--- config.mk ---
export PLATFORM = sky130hd
export DESIGN_NAME = hbf_core
export DESIGN_NICKNAME = d
export VERILOG_FILES = /design/src/rtl/hbf_pkg.sv /design/src/rtl/hbf_core.sv
export SDC_FILE = /design/constraint.sdc
export NUM_CORES = 1
export LEC_CHECK = 0
export ABC_AREA = 1
export BUFFER_PORTS_ARGS = -buffer_cell sky130_fd_sc_hd__buf_4
export CORE_UTILIZATION = 59
export CTS_BUF_LIST = sky130_fd_sc_hd__clkbuf_8
export DETAILED_ROUTE_END_ITERATION = 7
export PLACE_DENSITY = 0.78
export SLEW_MARGIN = 20
export SYNTH_ARGS = -nofsm -noshare
export SYNTH_HDL_FRONTEND = slang
export SYNTH_SLANG_ARGS = --single-unit
--- constraint.sdc ---
create_clock -name clk -period 8 [get_ports clk]
set_clock_uncertainty 0.1 [all_clocks]
set_input_delay 1.6 -clock clk [delete_from_list [all_inputs] [get_ports clk]]
set_output_delay 1.6 -clock clk [all_outputs]
set_load 0.1 [all_outputs]
--- src/rtl/hbf_pkg.sv ---
// Package for the half-band rate-change I/O block: widths, formats, mode codes.
// Assumes a single 50 MHz clock; shared by the datapath top module.
package hbf_pkg;
    localparam int IN_W       = 12;
    localparam int OUT_W      = 16;
    localparam int ACC_W      = 20;
    localparam int OUT_SHIFT  = 4;
    localparam int RND_W      = 3;
    localparam int TAP_N      = 7;
    localparam int CLK_HZ     = 50000000;
    localparam logic [ACC_W-1:0] ACC_MAX = 20'h07fff;
    localparam logic [ACC_W-1:0] ACC_MIN = 20'hf8000;
    localparam logic [OUT_W-1:0] SIGN_FLIP = 16'h8000;
    localparam logic [OUT_W-1:0] ZERO_OUT  = 16'h0000;
    localparam logic [IN_W-1:0]  ZERO_IN   = 12'h000;
    localparam logic [IN_W-1:0]  IN_SIGN   = 12'h800;

    typedef enum logic [1:0] {
        HBF_MODE_EQUAL,
        HBF_MODE_INTERP,
        HBF_MODE_DECIM,
        HBF_MODE_BYPASS
    } hbf_mode_type;
endpackage

--- src/rtl/hbf_core.sv ---
// Half-band rate-change datapath: input capture, zero stuffing, phase strobe,
// fixed short half-band filter, rounding, saturation, output formatting.
// Assumes pins are synchronous to clk except arst_n and output_enable_n, which are async.
`timescale 1ns/1ps
`default_nettype none
module hbf_core
    import hbf_pkg::*;
(
    // Clock and reset
    input  wire logic              clk,
    input  wire logic              arst_n,
    // Mode and format controls
    input  wire logic              interpolate_select,
    input  wire logic              decimate_select,
    input  wire logic              bypass_select,
    input  wire logic              output_format_select,
    input  wire logic              input_unsigned,
    input  wire logic              output_unsigned,
    input  wire logic [RND_W-1:0]  rounding_position,
    input  wire logic              output_enable_n,
    // Phase alignment strobe
    input  wire logic              phase_sync,
    // Data
    input  wire logic [IN_W-1:0]   sample_in_bus,
    output logic      [OUT_W-1:0]  sample_out_bus,
    output logic      [OUT_W-1:0]  sample_out_oe
);
    typedef struct packed {
        logic [IN_W-1:0]           in_word;
        logic                      sync_d;
        logic                      phase;
        logic [TAP_N-1:0][IN_W:0]  taps;
        logic [OUT_W-1:0]          out_word;
        logic [OUT_W-1:0]          drive_mask;
    } hbf_state_type;

    hbf_state_type st_reg;
    hbf_state_type st_next;
    hbf_mode_type  mode;

    // Mask of active bits: everything at and below rounding point is off
    function automatic logic [OUT_W-1:0] active_mask(input logic [RND_W-1:0] r);
        logic [OUT_W-1:0] m;
        m = ~ZERO_OUT;
        if (r != 3'h0) begin
            m = ~ZERO_OUT << (r + 4'h1);
        end
        return m;
    endfunction

    always_comb begin
        if (bypass_select) begin
            mode = HBF_MODE_BYPASS;
        end else if (interpolate_select && !decimate_select) begin
            mode = HBF_MODE_INTERP;
        end else if (decimate_select && !interpolate_select) begin
            mode = HBF_MODE_DECIM;
        end else begin
            mode = HBF_MODE_EQUAL;
        end
    end

    logic signed [ACC_W-1:0] acc;
    logic signed [ACC_W-1:0] rounded;
    logic        [OUT_W-1:0] sat;
    logic        [IN_W:0]    in_ext;
    logic        [IN_W-1:0]  in_conv;
    logic                    take_sample;
    logic                    load_out;
    logic                    phase_now;
    logic        [OUT_W-1:0] half_lsb;

    always_comb begin
        st_next = st_reg;
        // Input registered every edge, unsigned converted to signed
        st_next.in_word = sample_in_bus;
        st_next.sync_d  = phase_sync;
        // Strobe high then low marks edge 1 as the sample phase
        if (st_reg.sync_d && !phase_sync) begin
            phase_now = 1'b1;
        end else begin
            phase_now = ~st_reg.phase;
        end
        // Strobe has no effect outside the rate-change modes
        if (mode != HBF_MODE_INTERP && mode != HBF_MODE_DECIM) begin
            phase_now = 1'b1;
        end
        st_next.phase = phase_now;
        in_conv = input_unsigned ? (st_reg.in_word ^ IN_SIGN) : st_reg.in_word;
        in_ext  = {in_conv[IN_W-1], in_conv};
        // Held word was captured one edge ago, so use that edge's phase
        take_sample = (mode != HBF_MODE_INTERP) || st_reg.phase;
        st_next.taps = {st_reg.taps[TAP_N-2:0], take_sample ? in_ext : {1'b0, ZERO_IN}};
        // Short half-band kernel (-1, 0, 9, 16, 9, 0, -1)/32, unity at Nyquist-free DC
        if (mode == HBF_MODE_BYPASS) begin
            acc = ACC_W'(signed'(st_reg.taps[3])) <<< OUT_SHIFT;
        end else begin
            acc = ACC_W'(signed'(st_reg.taps[2])) * ACC_W'(9)
                + ACC_W'(signed'(st_reg.taps[4])) * ACC_W'(9)
                + (ACC_W'(signed'(st_reg.taps[3])) <<< 4)
                - ACC_W'(signed'(st_reg.taps[0])) - ACC_W'(signed'(st_reg.taps[6]));
            // Taps sum to 32; zero stuffing already halves it, else halve here
            if (mode != HBF_MODE_INTERP) begin
                acc = acc >>> 1;
            end
        end
        // Unity weight puts input bit 0 at output bit 4
        // Half-LSB rounding at chosen position
        half_lsb = (rounding_position == 3'h0) ? ZERO_OUT : (16'h0001 << rounding_position);
        rounded = acc + ACC_W'(half_lsb);
        // Clamp instead of wrapping
        if (rounded > signed'(ACC_MAX)) begin
            sat = 16'h7fff;
        end else if (rounded < signed'(ACC_MIN)) begin
            sat = 16'h8000;
        end else begin
            sat = rounded[OUT_W-1:0];
        end
        sat = sat & active_mask(rounding_position);
        // Format select: two's complement, unsigned, or inverted offset
        if (!output_format_select) begin
            sat = output_unsigned ? sat ^ SIGN_FLIP : ~(sat ^ SIGN_FLIP);
        end
        // Decimation loads output only on even phase edges
        load_out = (mode != HBF_MODE_DECIM) || !phase_now;
        if (load_out) begin
            st_next.out_word = sat;
        end
        st_next.drive_mask = active_mask(rounding_position);
    end

    // Every register runs on each rising edge
    always_ff @(posedge clk or negedge arst_n) begin
        if (!arst_n) begin
            st_reg <= '0;
        end else begin
            st_reg <= st_next;
        end
    end

    assign sample_out_bus = st_reg.out_word;
    // Enable passes straight through, no clock wait
    assign sample_out_oe = output_enable_n ? ZERO_OUT : st_reg.drive_mask;
endmodule
`default_nettype wire

### Word level (Yosys, flattened, before mapping)

Cells that the tools add are included.

| storage, ports and cells | value |
|---|---|
| bits in registers | 137 |
| input port bits | 25 |
| output and inout port bits | 32 |
| word-level logic and storage cells | 60 |

| operators by class | value |
|---|---|
| add/subtract/negate cells | 6 |
| $mul | 2 |
| $lt $le $gt $ge | 2 |
| eq/ne operators | 3 |
| shift-type cells | 2 |
| muxes and demuxes | 16 |
| bitwise gates (word level) | 5 |
| reductions and logical operators | 12 |

Operators by type and width:

| operator | count |
|---|---|
| 16-bit 2-to-1 mux | 7 |
| 20-bit by 13-bit subtractor with 20-bit output | 2 |
| 13-bit by 5-bit multiplier with 18-bit output (second input constant) | 2 |
| 19-bit by 17-bit adder with 20-bit output | 1 |
| 20-bit by 16-bit adder with 20-bit output | 1 |
| 20-bit by 16-bit greater-than comparator with 1-bit output (second input constant) | 1 |
| 20-bit by 16-bit < comparator with 1-bit output (second input constant) | 1 |
| 20-bit 2-to-1 mux | 1 |
| 18-bit by 18-bit adder with 19-bit output | 1 |
| 19-bit 2-to-1 mux | 1 |
| 16-bit AND | 1 |
| 16-bit inverter | 1 |
| 1-bit by 3-bit left shift with 16-bit output (first input constant) | 1 |
| 16-bit by 4-bit left shift with 16-bit output (first input constant) | 1 |
| 13-bit 2-to-1 mux | 1 |
| 12-bit 2-to-1 mux | 1 |
| 2-bit 2-to-1 mux | 3 |
| 3-bit by 1-bit adder with 4-bit output (second input constant) | 1 |
| 1-bit logical AND | 4 |
| 1-bit logical NOT | 4 |
| 3-bit logical NOT | 1 |
| 1-bit inverter | 3 |
| 3-bit nonzero test | 1 |
| 2-bit == test (second input constant) | 1 |
| 4 further kinds | 6 |

### Depth between registers and ports, before layout

| depth | value |
|---|---|
| word-level depth | 17 |
| gate-level depth with buffers | 43 |
| mapped depth without buffers | 41 |

### Worst setup path before layout

No wires, ideal clock.

| timing path | value |
|---|---|
| path kind | register to register |
| start point | reg st_reg (netlist bit st_next[51]) |
| end point | reg st_reg (netlist bit sample_out_bus[0]) |
| library setup time | 0.117 ns |
| data arrival time | 5.865 ns |
| required time | 7.783 ns |
| path slack | 1.918 ns |
| cell stages (with the launch flop) | 38 |
| buffers on the path | 1 |
| period minus slack after synthesis | 6.082 ns |
| cell sequence | dfrtp_1 -> inv_1 -> ha_1 -> fa_1 -> fa_1 -> fa_1 -> inv_1 -> fa_1 -> inv_1 -> ha_1 -> nand2_1 -> inv_1 -> nand3_2 -> nand2_2 -> xor2_1 -> o21ai_0 -> a21oi_1 -> ha_1 -> (+2 left out) -> nand2_1 -> nand2_1 -> nand3_2 -> nor2_2 -> nand3_2 -> nor2_4 -> nand2_2 -> nor2_1 -> nand2_1 -> nand2_2 -> inv_2 -> nand2_2 -> buf_8 -> nand2_2 -> nand2_1 -> nand2_1 -> nand3_1 -> nand2_1 |

| between the ends | value |
|---|---|
| longest elaborated chain between the ends | 12 |
| elaborated cells between the ends (all ways) | 13 |
| classes of those cells | add/sub (3); order compare (2); mux (6); bitwise (2) |

Ends and longest elaborated chain:

| what | RTL line | source |
|---|---|---|
| from (decl) | hbf_core.sv:37 | `hbf_state_type st_reg;` |
| from (signal assigned) | hbf_core.sv:137 | `st_reg <= st_next;` |
| 20-bit by 13-bit subtractor with 20-bit output (*) (2 in series) | hbf_core.sv:101 | `- ACC_W'(signed'(st_reg.taps[0])) - ACC_W'(signed'(st_reg.taps[6]));` |
| 19-bit 2-to-1 mux | hbf_core.sv:103 | `if (mode != HBF_MODE_INTERP) begin` |
| 20-bit 2-to-1 mux (*) | hbf_core.sv:95 | `if (mode == HBF_MODE_BYPASS) begin` |
| 20-bit by 16-bit adder with 20-bit output (*) | hbf_core.sv:110 | `rounded = acc + ACC_W'(half_lsb);` |
| 20-bit by 16-bit < comparator with 1-bit output | hbf_core.sv:114 | `end else if (rounded < signed'(ACC_MIN)) begin` |
| 16-bit 2-to-1 mux | hbf_core.sv:114 |  |
| 16-bit 2-to-1 mux (*) | hbf_core.sv:112 | `if (rounded > signed'(ACC_MAX)) begin` |
| 16-bit AND (*) | hbf_core.sv:119 | `sat = sat & active_mask(rounding_position);` |
| 16-bit inverter | hbf_core.sv:122 | `sat = output_unsigned ? sat ^ SIGN_FLIP : ~(sat ^ SIGN_FLIP);` |
| 16-bit 2-to-1 mux | hbf_core.sv:122 |  |
| 16-bit 2-to-1 mux (*) | hbf_core.sv:121 | `if (!output_format_select) begin` |

Mark *: on every way between the ends. The rest lies on a longest branch, timed or not.
A chain may end at the register's enable or synchronous reset.

### Worst setup path after layout

| timing path | value |
|---|---|
| start point | reg st_reg (netlist bit st_next[51]) |
| end point | reg st_reg (netlist bit sample_out_bus[3]) |

Same word-level chain as after synthesis.

==> flow_summary.toml <==
[drt]
drt_pre_antenna_iters = 5
vias_per_cell = 4.91
wl_per_cell_um = 13.6
postRouteAntennaNets = 0
drt_wl_total_um = 18700
drc = 0
drtIter0Drc = 392
vias = 6787

[global_routing]
grt_overflow = 0
grt_pass1_vias = 6946
use_met1 = 0.342
grt_pass1_wl_um = 32200
busiest_layer = "met2"
grt_use_met3 = 0.0549
grt.total_usage = 0.257
grt_max_degree = 78
antenna_found_initial = 0
met2_usage = 0.428

[clocking]
cts_buffers = 17
post_cts_resized = 0
ctsRootBufferMaster = "clkbuf_8"
clock-sinks = 130
path_clk_slew_ps = 90
cts_tree = "done"
ctsHoldBuffers = 0
clkLatencyLatePin_ps = 460
cts_setup_buffers = 0
clock_path_buffers = 2
h-tree-depth = 4

[synth]
synth_area_per_cell_um2 = 8.50
synth_seq_cells = 130
yosysWarnings = 0
synth_fp_nets = 1299
ys_seq_area_frac = 0.344
ys_types = 38
synth_cells = 1111
synth_area_um2 = 9440

[timing]
maxSlewViolCount = 0
period_share = 0.853
finalSetupViolCount = 0
hold_viol_final = 0
max-slew-margin-rel = 0.391
max_freq_ghz = 0.147
min_period_ps = 6820
setup_ws_ps = 1180
rsz0062_at_grt = "no"
setup_tns_ps = 0
worstMarginPinSlew_ps = 913

[setup_path]
endpoint_kind = "flop"
crit_path_start_kind = "flop"
critPathMaxStageDelay_ps = 550
critical-path-slowest-cell = "fa_1"
r2r-start = "st_next[51]"
r2r_cells = 36
required_ps = 8250
critPathKind = "flop to flop"
timing.rr.end = "sample_out_bus[3]"
critPathMaxFanout = 15
r2r_slack_ps = 1180
cp_common_cell = "nand2_1"
worstPathArrival_ps = 7070

[hold_path]
min_path_type = "flop to flop"
hp-start = "st_next[68]"
min_to = "st_next[81]"
hold-path-cell-count = 0

[floorplanning]
io-pin-count = 57
core_um2 = 15400
die_y_um = 129
start_util = 0.612
die-area_um2 = 16500
dieWidth_um = 129
rows = 45

[final_layout]
layout-drive-gt1-share = 0.136
antennaDiodeCount = 0
layout.nets = 1347
syn_to_final_growth_pct = 10.0
final_area_um2 = 10400
final_cell_mix = "257 x inv_1, 212 x nand2_1, 130 x dfrtp_1"
largest_reg_flops = 72
final_common_cell = "inv_1"
final-instance-count-excl-fill = 1383
nFillCells = 1312

[placement]
post-place-cells = 1351
io_buffers = 56
pre_cts_ws_ps = 1220
placed_area_um2 = 9960
gp_congestion = 0.887
dp_hpwl_um = 14600

[flow_run]
cap_viol_max_count = 0

[status]
status = "finished clean"
## worst max path at each step
stage | end | from | slack [ps] | cells after the start
2_1_floorplan | sample_out_bus[0] | st_next[51] | 1920 | 37
3_3_place_gp | sample_out_bus[4] | st_next[51] | 1320 | 36
3_5_place_dp | sample_out_bus[3] | st_reg[116] | 1220 | 36
4_1_cts | sample_out_bus[3] | st_next[51] | 1170 | 36
5_1_grt | sample_out_bus[4] | st_next[51] | 640 | 36
6_report | sample_out_bus[3] | st_next[51] | 1180 | 36
## synthesized netlist by cell type (all sizes together)
library cell | count | area share
a21o | 1 | 0.00080
a21oi | 26 | 0.015
a31oi | 2 | 0.0013
and2 | 2 | 0.0013
buf | 24 | 0.019
clkbuf | 9 | 0.0036
clkinv | 2 | 0.00080
conb | 1 | 0.00040
dfrtp | 130 | 0.34
fa | 64 | 0.14
ha | 99 | 0.13
inv | 267 | 0.11
nand2 | 242 | 0.10
nand3 | 100 | 0.056
nand3b | 2 | 0.0016
nand4 | 5 | 0.0033
nor2 | 85 | 0.037
nor3 | 3 | 0.0016
o211ai | 2 | 0.0016
o21ai | 14 | 0.0074
o21bai | 5 | 0.0044
o22a | 1 | 0.00093
o31ai | 1 | 0.00080
or2 | 7 | 0.0046
xnor2 | 6 | 0.0056
xor2 | 11 | 0.010
## layout make-up
type | instances | area (µm²) | area share
multi-input combinational | 679 | 4970 | 0.478
sequential | 130 | 3250 | 0.313
inverter | 269 | 1010 | 0.0972
timing repair buffer | 62 | 469 | 0.0451
tap | 211 | 264 | 0.0254
clock buffer | 17 | 234 | 0.0225
clock inverter | 15 | 194 | 0.0187
## cell families (layout without fill, tap and decap cells)
family / Yosys count / in the layout / share of synthesized area
compound gates: 52 / 52 / 0.0326
flops: 130 / 130 / 0.344
buf+inv: 302 / 363 / 0.129
fa+ha+maj: 163 / 163 / 0.267
xor+xnor: 17 / 17 / 0.0158
other cells: 1 / 1 / 0.000397
simple gates: 446 / 446 / 0.211
## worst max-delay path: cells and delay by family (launching register included)
| kind | cells | cell delay (ps) |
|---|---|---|
| XOR/XNOR | 1 | 160 |
| AND/OR/NAND/NOR | 20 | 2180 |
| adder cells (fa/ha/maj) | 7 | 3110 |
| AO/OA/AOI/OAI | 3 | 500 |
| flip-flops | 1 | 360 |
| buffers and inverters | 5 | 300 |
## per-stage QoR
step | hold WS [ps] | utilization
6_report | 248 | 0.674
3_3_place_gp | 231 | 0.646
3_5_place_dp | 235 | 0.646
5_1_grt | 256 | 0.674
4_1_cts | 252 | 0.674
2_1_floorplan | 231 | -
## routing by layer
metal  wire length, µm  up-vias
li1                  -     3420
met1              8700     3234
met2              9000      109
met3               698       24
met4               338        0
met5                 0        -
Power is left out: the tool's default activity adds up to more than one toggle a clock period on the data nets, which glitch-free logic cannot reach.
